<file path="config.mk">
export PLATFORM = sky130hd
export DESIGN_NAME = lsf_fault_ctrl
export DESIGN_NICKNAME = d
export VERILOG_FILES = /design/src/inc/lsf_pkg.sv /design/src/rtl/lsf_fault_ctrl.sv /design/src/rtl/lsf_sync.sv /design/src/rtl/lsf_tick.sv
export SDC_FILE = /design/constraint.sdc
export NUM_CORES = 1
export LEC_CHECK = 0
export BUFFER_PORTS_ARGS = -buffer_cell sky130_fd_sc_hd__buf_2
export CAP_MARGIN = 0
export CORE_MARGIN = 5
export CORE_UTILIZATION = 55
export DETAILED_ROUTE_END_ITERATION = 16
export GPL_ROUTABILITY_DRIVEN = 1
export PLACE_DENSITY = 0.82
export SLEW_MARGIN = 5
export SYNTH_ARGS = -nofsm -noshare
export SYNTH_HDL_FRONTEND = slang
export SYNTH_SLANG_ARGS = --single-unit
</file>
<file path="constraint.sdc">
create_clock -name mclk -period 2.5 [get_ports mclk]
set_input_delay 0.125 -clock mclk [delete_from_list [all_inputs] [get_ports mclk]]
set_output_delay 0.125 -clock mclk [all_outputs]
set_load 0.01 [all_outputs]
</file>
<file path="src/inc/lsf_pkg.sv">
// Package for the load switch fault controller: modes, timing constants, carriers.
// Assumes a single 20 MHz system clock; all intervals counted from it.
package lsf_pkg;

  // Overcurrent response options
  typedef enum logic [1:0] {
    LSF_AUTORETRY  = 2'b00,
    LSF_LATCHOFF   = 2'b01,
    LSF_CONTINUOUS = 2'b10
  } lsf_mode_t;

  // Fault sequencer states
  typedef enum logic [1:0] {
    LSF_IDLE  = 2'b00,
    LSF_BLANK = 2'b01,
    LSF_RETRY = 2'b10,
    LSF_LATCH = 2'b11
  } lsf_state_t;

  // Synchronised comparator indications
  typedef struct packed {
    logic overCurrent;
    logic reverseCurrent;
    logic overTemp;
    logic limitSetShort;
  } lsf_ind_t;

  localparam int LSF_IND_W       = 4;
  localparam int LSF_SYNC_STAGES = 2;

  // Timing
  localparam int    LSF_CLK_HZ        = 20000000;
  localparam real   LSF_BLANK_MS      = 16.3;
  localparam int    LSF_RETRY_RATIO   = 32;
  // Oscillator tick: one cycle per microsecond
  localparam int    LSF_TICK_US       = 1;
  localparam int    LSF_TICK_CYCLES   = LSF_CLK_HZ / 1000000 * LSF_TICK_US;
  // Shortest-time rounding: blanking in ticks rounded down
  localparam int    LSF_BLANK_TICKS   = int'($floor(LSF_BLANK_MS * 1000.0 / LSF_TICK_US));
  localparam int    LSF_RETRY_TICKS   = LSF_BLANK_TICKS * LSF_RETRY_RATIO;
  localparam int    LSF_CNT_W         = 20;
  localparam int    LSF_TICK_W        = 8;

  // Reset values
  localparam logic  LSF_RST_SWITCH    = 1'b0;
  localparam logic  LSF_RST_FLAG_OE   = 1'b0;

endpackage : lsf_pkg

</file>
<file path="src/rtl/lsf_fault_ctrl.sv">
// Fault controller of a current-limit load switch: switch enable and fault flag.
// Assumes synchronous switch request; comparators are asynchronous; nrst is power-up.
//
// Notes on behaviour
// [RULE_01] Active-high variant: switch closed while request high, open while low.
// [RULE_02] Active-low variant: switch closed while request low, open while high.
// [RULE_03] Overcurrent lasting the blanking interval flags and applies the chosen response.
// [RULE_04] Autoretry: blanking timer starts on overcurrent; flag if it persists.
// [RULE_05] Overcurrent ending early clears the timer, no flag, switch unchanged.
// [RULE_06] Autoretry: retry interval starts at blanking expiry, switch held open.
// [RULE_07] Retry end recloses switch; repeat cycle if overcurrent persists.
// [RULE_08] Flag stays asserted through repeated autoretry cycles.
// [RULE_09] Latchoff: flag asserts when overcurrent outlasts blanking.
// [RULE_10] Latchoff: switch opens after blanking and stays open, no retry.
// [RULE_11] Request toggle or power cycle releases the latch.
// [RULE_12] Continuous: switch stays on; flag after blanking, cleared with overload.
// [RULE_13] Reverse current opens switch and flags at once, no blanking.
// [RULE_14] Reverse current clearing recloses switch and releases flag.
// [RULE_15] Flag also low during thermal shutdown or grounded limit-set pin.
// [RULE_16] Retry interval is exactly 32 blanking intervals from one oscillator.
// [RULE_17] Over-temperature opens switch and flags at once; recloses when clear.
// [RULE_18] Intervals are oscillator counters; response mode is a build parameter.
// [RULE_19] Comparator indications synchronised before the fault sequencer uses them.
module lsf_fault_ctrl #(
  parameter lsf_pkg::lsf_mode_t MODE        = lsf_pkg::LSF_AUTORETRY,
  parameter bit                 ACTIVE_LOW  = 1'b0,
  parameter int                 TICK_DIV    = lsf_pkg::LSF_TICK_CYCLES,
  parameter int                 BLANK_TICKS = lsf_pkg::LSF_BLANK_TICKS
) (
  // Clock and reset
  input  wire logic mclk,
  input  wire logic nrst,
  // Switch request, polarity per variant
  input  wire logic switchReq,
  // Comparator indications, asynchronous
  input  wire logic overCurrentIn,
  input  wire logic reverseCurrentIn,
  input  wire logic overTempIn,
  input  wire logic limitSetShortIn,
  // Pass switch and open-drain flag
  output logic      switchEn,
  output logic      flagOut,
  output logic      flagOe
);

  localparam int CW = lsf_pkg::LSF_CNT_W;
  // Retry derived from blanking so the ratio cannot drift
  localparam int RETRY_TICKS = BLANK_TICKS * lsf_pkg::LSF_RETRY_RATIO; // [RULE_16]

  lsf_pkg::lsf_ind_t   ind;
  lsf_pkg::lsf_state_t state;
  lsf_pkg::lsf_state_t next_state;
  logic [CW-1:0]       count;
  logic                tick;
  logic                reqOn;
  logic                reqPrev;
  logic                reqToggle;
  logic                hardFault;
  logic                blankDone;
  logic                retryDone;
  logic                ocFlag;
  logic                retried;
  logic                next_switchEn;
  logic                next_flag;

  // Comparators are analog, so their edges are unrelated to mclk
  lsf_sync #(
    .WIDTH  (lsf_pkg::LSF_IND_W),
    .STAGES (lsf_pkg::LSF_SYNC_STAGES)
  ) u_sync (
    .mclk    (mclk),
    .nrst    (nrst),
    .asyncIn ({overCurrentIn, reverseCurrentIn, overTempIn, limitSetShortIn}),
    .syncOut (ind)
  ); // [RULE_19]

  lsf_tick #(
    .DIV (TICK_DIV)
  ) u_tick (
    .mclk (mclk),
    .nrst (nrst),
    .tick (tick)
  ); // [RULE_18]

  // Request polarity
  assign reqOn = ACTIVE_LOW ? !switchReq : switchReq; // [RULE_01] [RULE_02]

  // Request edge for latch release; power cycle is nrst
  always_ff @(posedge mclk) begin
    if (!nrst) begin
      reqPrev <= 1'b0;
    end else begin
      reqPrev <= reqOn;
    end
  end
  assign reqToggle = reqOn != reqPrev; // [RULE_11]

  // Immediate faults bypass blanking
  assign hardFault = ind.reverseCurrent || ind.overTemp; // [RULE_13] [RULE_17]

  assign blankDone = tick && (count == CW'(BLANK_TICKS - 1)); // [RULE_04]
  assign retryDone = tick && (count == CW'(RETRY_TICKS - 1)); // [RULE_06]

  // Fault sequencer
  always_comb begin
    next_state = state;
    unique case (state)
      lsf_pkg::LSF_IDLE: begin
        if (ind.overCurrent && reqOn && !hardFault) begin
          next_state = lsf_pkg::LSF_BLANK; // [RULE_04]
        end
      end
      lsf_pkg::LSF_BLANK: begin
        if (!ind.overCurrent || !reqOn) begin
          next_state = lsf_pkg::LSF_IDLE; // [RULE_05]
        end else if (blankDone) begin
          unique case (MODE)
            lsf_pkg::LSF_AUTORETRY: next_state = lsf_pkg::LSF_RETRY; // [RULE_03] [RULE_06]
            lsf_pkg::LSF_LATCHOFF:  next_state = lsf_pkg::LSF_LATCH; // [RULE_10]
            default:                next_state = lsf_pkg::LSF_LATCH; // [RULE_12]
          endcase
        end
      end
      lsf_pkg::LSF_RETRY: begin
        if (!reqOn) begin
          next_state = lsf_pkg::LSF_IDLE;
        end else if (retryDone) begin
          // Retry: back to blanking if still overloaded, else run
          next_state = ind.overCurrent ? lsf_pkg::LSF_BLANK : lsf_pkg::LSF_IDLE; // [RULE_07]
        end
      end
      lsf_pkg::LSF_LATCH: begin
        if (MODE == lsf_pkg::LSF_CONTINUOUS) begin
          if (!ind.overCurrent || !reqOn) begin
            next_state = lsf_pkg::LSF_IDLE; // [RULE_12]
          end
        end else if (reqToggle) begin
          next_state = lsf_pkg::LSF_IDLE; // [RULE_11]
        end
      end
    endcase
  end

  always_ff @(posedge mclk) begin
    if (!nrst) begin
      state <= lsf_pkg::LSF_IDLE;
    end else begin
      state <= next_state;
    end
  end

  // Marks a blanking entered from retry; a strap-short flag must not make it sticky
  always_ff @(posedge mclk) begin
    if (!nrst) begin
      retried <= 1'b0;
    end else begin
      retried <= (state == lsf_pkg::LSF_RETRY)
                 || (state == lsf_pkg::LSF_BLANK && retried); // [RULE_08]
    end
  end

  // Interval counter, cleared on every state change
  always_ff @(posedge mclk) begin
    if (!nrst) begin
      count <= '0;
    end else if (next_state != state) begin
      count <= '0; // [RULE_05]
    end else if (tick && (state == lsf_pkg::LSF_BLANK || state == lsf_pkg::LSF_RETRY)) begin
      count <= count + 1'b1; // [RULE_18]
    end
  end

  // Overcurrent part of the flag
  always_comb begin
    unique case (state)
      lsf_pkg::LSF_RETRY: ocFlag = 1'b1; // [RULE_08]
      lsf_pkg::LSF_LATCH: ocFlag = 1'b1; // [RULE_09] [RULE_12]
      // Repeat blanking after a retry keeps the flag high
      lsf_pkg::LSF_BLANK: ocFlag = retried && (MODE == lsf_pkg::LSF_AUTORETRY); // [RULE_08]
      default:            ocFlag = 1'b0;
    endcase
  end

  always_comb begin
    next_flag = ocFlag || hardFault || ind.limitSetShort; // [RULE_15] [RULE_13] [RULE_17]
    next_switchEn = reqOn && !hardFault; // [RULE_14] [RULE_17]
    if (state == lsf_pkg::LSF_RETRY) begin
      next_switchEn = 1'b0; // [RULE_06]
    end
    if (state == lsf_pkg::LSF_LATCH && MODE != lsf_pkg::LSF_CONTINUOUS) begin
      next_switchEn = 1'b0; // [RULE_10]
    end
  end

  // Registered outputs; flag pin driven low only, never high
  always_ff @(posedge mclk) begin
    if (!nrst) begin
      switchEn <= lsf_pkg::LSF_RST_SWITCH;
      flagOe   <= lsf_pkg::LSF_RST_FLAG_OE;
      flagOut  <= 1'b0;
    end else begin
      switchEn <= next_switchEn; // [RULE_01] [RULE_02]
      flagOe   <= next_flag; // [RULE_03]
      flagOut  <= 1'b0;
    end
  end

endmodule // lsf_fault_ctrl

</file>
<file path="src/rtl/lsf_sync.sv">
// Two-stage synchroniser bank for the comparator indications.
// Assumes inputs may change at any time relative to mclk.
module lsf_sync #(
  parameter int WIDTH  = 4,
  parameter int STAGES = 2
) (
  // Clock and reset
  input  wire logic             mclk,
  input  wire logic             nrst,
  // Data
  input  wire logic [WIDTH-1:0] asyncIn,
  output logic      [WIDTH-1:0] syncOut
);

  logic [WIDTH-1:0] stage [STAGES];

  // First stage feeds only the next stage
  genvar i;
  generate
    for (i = 0; i < STAGES; i++) begin : g_stage
      always_ff @(posedge mclk) begin
        if (!nrst) begin
          stage[i] <= '0;
        end else begin
          stage[i] <= (i == 0) ? asyncIn : stage[(i == 0) ? 0 : i-1];
        end
      end
    end
  endgenerate

  assign syncOut = stage[STAGES-1];

endmodule // lsf_sync

</file>
<file path="src/rtl/lsf_tick.sv">
// Oscillator divider: one-cycle enable pulse every DIV cycles of mclk.
// Assumes mclk runs continuously; the pulse paces the single interval counter used for blanking and retry.
module lsf_tick #(
  parameter int DIV = 20
) (
  // Clock and reset
  input  wire logic mclk,
  input  wire logic nrst,
  // Enable pulse
  output logic      tick
);

  logic [lsf_pkg::LSF_TICK_W-1:0] count;

  always_ff @(posedge mclk) begin
    if (!nrst) begin
      count <= '0;
      tick  <= 1'b0;
    end else if (count == lsf_pkg::LSF_TICK_W'(DIV - 1)) begin
      count <= '0;
      tick  <= 1'b1;
    end else begin
      count <= count + 1'b1;
      tick  <= 1'b0;
    end
  end

endmodule // lsf_tick

</file>
-- Word-level counts from Yosys, hierarchy flattened
Memories as Yosys holds them, arrays and structs flattened.
Cells that the tools add are included.
- memories: 1
- register bits: 35
- output and inout port bits: 3
- bits in writable memories: 8
- memories (memory ; words ; width ; read ports ; clocked after Yosys merged registers in ; write ports ; line ; source):
    u_sync.stage ; 2 ; 4 ; 2 ; 0 ; 2 ; lsf_sync.sv:15 ; logic [WIDTH-1:0] stage [STAGES];
- $add $sub $neg: 2
- bitwise operators: 3
- eq/ne operators: 8
- muxes and demuxes: 14
- reduce and logical (&&, ||, !) cells: 21
- operator list (operator ; number):
    $add A20 B1 Y20 const B ; 1
    $eq A20 B14 Y1 const B ; 1
    $eq A20 B19 Y1 const B ; 1
    $mux W2 ; 6
    $add A8 B1 Y8 const B ; 1
    $eq A8 B5 Y1 const B ; 1
    $mux W4 ; 2
    $pmux W2 S4 ; 1
    $logic_and A1 B1 Y1 ; 7
    $logic_or A1 B1 Y1 ; 6
    $reduce_or A2 Y1 ; 3
    $eq A2 B2 Y1 const B ; 2
    $mux W1 ; 4
    $logic_not A1 Y1 ; 3
    $reduce_or A3 Y1 ; 1
    $eq A2 B1 Y1 const B ; 1
    $logic_not A2 Y1 ; 1
    $ne A2 B2 Y1 ; 1
    $or A1 B1 Y1 ; 2
    $pmux W1 S2 ; 1
    $ne A1 B1 Y1 ; 1
    $not A1 Y1 ; 1

-- Depth between registers and ports, before layout
An unclocked memory read counts as a cell.
- depth in word-level cells: 8
- depth in mapped cells: 7
- gate-level depth less buffers: 7

-- By module
From an unflattened synthesis, not the netlist that was laid out.
- cell total of the unflattened synthesis: 221
- area total of the unflattened synthesis: 2199.6 um^2
- modules (own cells, without submodules) (module ; cells an instance ; sequential area each (um^2) ; times used ; area an instance (um^2)):
    lsf_fault_ctrl ; 163 ; 520.5 ; 1 ; 1596.5
    lsf_tick ; 42 ; 180.2 ; 1 ; 392.9
    lsf_sync ; 16 ; 160.2 ; 1 ; 210.2

-- Least setup slack after synthesis
OpenSTA, ideal clock, no wires.
- path type: reg2reg
- from: reg count[0]
- to: reg count[10]
- path buffers: 1
- setup slack: 0.398 ns
- cell stages (with the launch flop): 8
- data arrival time: 1.968 ns
- setup time: 0.134 ns
- cells stage by stage: dfxtp_1 -> ha_1 -> nand4b_1 -> or4_4 -> or4b_1 -> o211ai_2 -> buf_6 -> nor4_1
- longest elaborated chain between the ends: 7
- elaborated cells on any way between the ends: 12
- those cells by class: 1 x add/sub; 3 x eq/ne; 5 x mux; 3 x reduce/logical
- RTL lines (what ; line ; source):
    start: declaration ; lsf_fault_ctrl.sv:53 ; logic [CW-1:0] count;
    start signal: assignment ; lsf_fault_ctrl.sv:169 ; count <= count + 1'b1;
    $eq A20 B19 Y1 / $eq A20 B14 Y1 (equally long branches) ; lsf_fault_ctrl.sv:102, lsf_fault_ctrl.sv:101 ;
    $logic_and A1 B1 Y1, on equally long branches ; lsf_fault_ctrl.sv:102, lsf_fault_ctrl.sv:101 ;
    $mux W2, on equally long branches ; lsf_fault_ctrl.sv:127, lsf_fault_ctrl.sv:116 ;
    $mux W2, on equally long branches ; lsf_fault_ctrl.sv:125, lsf_fault_ctrl.sv:114 ;
    $pmux W2 S4 ; lsf_fault_ctrl.sv:107 ; unique case (state)
    $ne A2 B2 Y1 ; lsf_fault_ctrl.sv:166 ; end else if (next_state != state) begin
    $reduce_or A2 Y1 (no source line) ; n/a ;
Parallel ways exist; a longest one is shown, timed or not.
A chain may end at the register's enable or synchronous reset.

-- Final worst setup path
- from: reg count[0]
- to: reg count[14]
The elaborated chain is that of the path after synthesis.

==> summary.txt <==
Run status
  – Status: finished, final reports clean

Routing
  – Routed wl met3: 191 microns
  – DRC: 0
  – Met2 WL post-DR: 1.963 mm
  – Routed WL per cell: about 14 microns
  – Final WL: 4.048 mm
  – M1 WL: 1.840 mm
  – Vias per Instance: 5.798
  – Top Layer Used: met4
  – Final antenna-violating net count: 0
  – DRT Pass-1 Iters: 4
  – Initial DRC Count: 110
  – DR vias: 1,635

STA
  – Final setup TNS: 0 ns
  – Worst-margin pin slew: between 0.5 and 0.6 ns
  – Max frequency: 423.0 MHz
  – Period minus WS final: ~2.4 ns
  – Final slew viol count: 0
  – Final Setup Violations: 0
  – RSZ-0062 raised after global routing: no
  – Rel. slew slack: 0.6170
  – Final period util: 0.9457
  – Final hold vios: 0
  – Worst Clk Skew: about 0.0053 ns

Pwr
  – Static Leak: between 0.7 and 0.8 nW
  – Pint: about 1.1 mW
  – Flop pwr share: 0.481
  – P_sw: 0.3393 mW
  – Clock power frac: 0.424
  – Net Sw Frac: 0.2281
  – Cell area power density: between 600 and 700 nW/um^2
  – Logic pwr share: 0.094
  – VDD IR max: approximately 0.00056 V

Place
  – Hpwl dp: 2.711 mm
  – IO buf count: 8
  – RD Place Congestion: ~0.89

Yosys
  – Post-Syn Area: 2051 sq um
  – Net count after synthesis: approximately 240
  – Sequential share of the synthesized area: 0.4198
  – Warnings, synthesis: 0
  – FF+latch count, synth: 43
  – Synth cell types: between 40 and 50
  – Synth Instances: 226
  – Syn_area_per_cell: slightly above 9 sq um

CTS
  – Root Driver: clkbuf_8
  – Clk pin slew, worst setup/hold paths: roughly 0.08 ns
  – H-tree lvl count: 2
  – CTS Hold Bufs: 0
  – Setup repair bufs after CTS: 0
  – Clock Path Buffers: 2
  – TritonCTS Buffers: 5
  – Clk Latency, worst-skew pair: 0.29 ns
  – CTS Sinks: 43
  – CTS tree: built

Worst hold path
  – Worst Hold Launch: reverseCurrentIn
  – Hold path depth: 2
  – Worst Hold End: u_sync.stage[0][2]
  – HP Class: primary input to flop

Setup path
  – Slowest-stage cell, CP: or4b_1
  – Buf+Inv Stages, Crit Path: 0
  – Worst R2R Path Depth: 6
  – Largest delay share family, worst path: simple AND/OR/NAND/NOR gates
  – CP endpoint kind: flop
  – Max stage delay on crit path: 0.54 ns
  – Critical path arrival: around 2.5 ns
  – Reg2Reg Setup Slack: about 0.14 ns
  – Critical path required time: about 2.7 ns
  – CP cell instances: ha_1 -> nand4b_1 -> or4_4 -> or4b_1 -> o211ai_4 -> nor4_1
  – Worst r2r dst: count[14]
  – Worst setup path start: count[0]
  – CP Max Fanout: 20
  – Reg2reg start: count[0]
  – Crit path kind: flop to flop
  – Startpoint types: flop

Cells and area
  – Area delta synth->final: 9.945%
  – Inserted Diodes: 0
  – Layout cell share with drive strength beyond 1: 0.1068
  – Final Util: 0.6205
  – Final #Nets: 246

Die
  – IO Pins: 10
  – Area of the core: about 3600 sq um
  – Row Count: 22
  – Starting Density: 0.5644
  – Overall die height: 71.06 microns
  – Total die area: slightly above 5000 sq um
  – Chip Width: 71.06 microns

Flow run
  – Max capacitance violation total: 0

GRT
  – Via count of the first global-routing pass: between 1,500 and 2,000
  – Global-route wire length before repair: 6.727 mm
  – Largest net degree at the start of global routing: 21
  – GRT overflow: 0
  – Gr usage total: 0.1651
  – Initial antenna violation count: 0
-- Yosys cell counts --
master	count	share of area
or4b_1	1	0.0049
nor3_1	6	0.015
o31a_1	1	0.0043
or2_2	2	0.0061
o221ai_1	1	0.0043
clkbuf_1	4	0.0073
nand2_1	13	0.024
a21oi_1	4	0.0098
nand4bb_1	1	0.0055
clkbuf_2	1	0.0024
nor4_1	22	0.067
o32ai_1	1	0.0043
a22o_1	2	0.0085
and3_1	6	0.018
nand4b_1	1	0.0043
mux2i_1	1	0.0049
a311oi_1	1	0.0043
nand4_1	4	0.012
inv_1	7	0.013
ha_1	6	0.037
nor4bb_1	2	0.0098
buf_6	2	0.011
nand2b_1	1	0.0031
dfxtp_1	43	0.42
nor2_1	21	0.038
nor4_2	1	0.0061
and4_2	1	0.0049
buf_2	2	0.0049
and4_1	4	0.017
nor3b_1	1	0.0037
nor4b_1	1	0.0043
a41o_1	1	0.0049
o41ai_1	1	0.0043
nand3_1	15	0.037
and3_2	1	0.0037
o211ai_2	1	0.0061
a211oi_1	2	0.0073
xor2_1	13	0.056
buf_4	1	0.0037
and2_1	9	0.027
conb_1	1	0.0018
o21ai_0	2	0.0049
or4_4	1	0.0055
xnor2_1	13	0.056
o21bai_1	1	0.0037
-- placed cells by master (no fill, tap or decap), types with 2 or more instances in the layout --
cell type	Yosys	layout
a211oi_1	2	2
a21oi_1	4	4
a22o_1	2	2
and2_1	9	9
and3_1	6	6
and4_1	4	4
buf_2	2	8
buf_4	1	2
bufinv_16	0	2
clkbuf_8	0	5
dfxtp_1	43	43
ha_1	6	6
inv_1	7	7
nand2_1	13	13
nand3_1	15	15
nand4_1	4	4
nor2_1	21	21
nor3_1	6	6
nor4_1	22	22
nor4bb_1	2	2
o21ai_0	2	2
or2_2	2	2
xnor2_1	13	13
xor2_1	13	13
-- layer usage --
layer	up-vias	GRT usage
met5	-	0
met4	0	0.05428
met3	6	0.03835
met2	35	0.2781
met1	769	0.2081
li1	825	-
-- kinds of logic after synthesis --
logic type,share of synthesized area
mux,0.004881
flops,0.4198
fa+ha+maj,0.03661
buf+inv,0.04210
xor+xnor,0.1110
other cells,0.001829
simple gates,0.3173
compound gates,0.06651
-- stage by stage --
step	worst slack [ns]	power [mW]	cells	area [sq um]	hold slack, ns
4_1_cts	0.08896	1.490	282	2246	0.03148
3_5_place_dp	0.1157	0.8641	274	2113	0.3358
5_1_grt	0.03923	1.544	282	2255	0.04871
3_3_place_gp	0.1934	0.8626	274	2113	0.3326
2_1_floorplan	0.3982	0.8412	226	2051	0.2523
6_report	0.1358	1.487	282	2255	0.03830
-- worst max path at each step --
stage / slack (ns) / end / depth (start not counted)
6_report: 0.14 / count[14] / 6
5_1_grt: 0.04 / count[2] / 6
4_1_cts: 0.09 / count[14] / 6
3_5_place_dp: 0.12 / count[2] / 6
3_3_place_gp: 0.19 / count[1] / 6
2_1_floorplan: 0.40 / count[10] / 7
-- registers in the layout (all words and copies together), names as in the netlist --
name,flops
reqPrev,1
u_tick.tick,1
state,2
count,20
flagOe,1
u_tick.count,8
u_sync.stage,8
switchEn,1
retried,1
-- area by class of cell --
cell class                      instances  area, sq um
Clock buffer                            6        72.57
Clock inverter                          2        60.06
Fill cell                             319         1379
Inverter                                7        26.28
Multi-Input combinational cell        166         1120
Sequential cell                        43        860.8
Tap cell                               48        60.06
Timing Repair Buffer                   10        55.05
-- repair_timing --
item,4_1_cts,5_1_grt
endpoints found under the setup margin,0,4
hold endpoints to repair,0,0
resized for setup,0,1
-- worst register-to-register path: cells and delay by family (launching register included) --
family | cells | cell delay, ns
flops | 1 | 0.41
compound gates | 1 | 0.28
fa+ha+maj | 1 | 0.21
simple gates | 4 | 1.35
-- power by group through the flow --
stage | clock [mW] | combinational [mW] | sequential, mW
4_1_cts | 0.641 | 0.134 | 0.716
6_report | 0.631 | 0.140 | 0.716
2_1_floorplan | 0 | 0.112 | 0.730
5_1_grt | 0.669 | 0.157 | 0.718
3_5_place_dp | 0 | 0.132 | 0.732
3_3_place_gp | 0 | 0.131 | 0.731
Power figures use the tool's default switching activity.
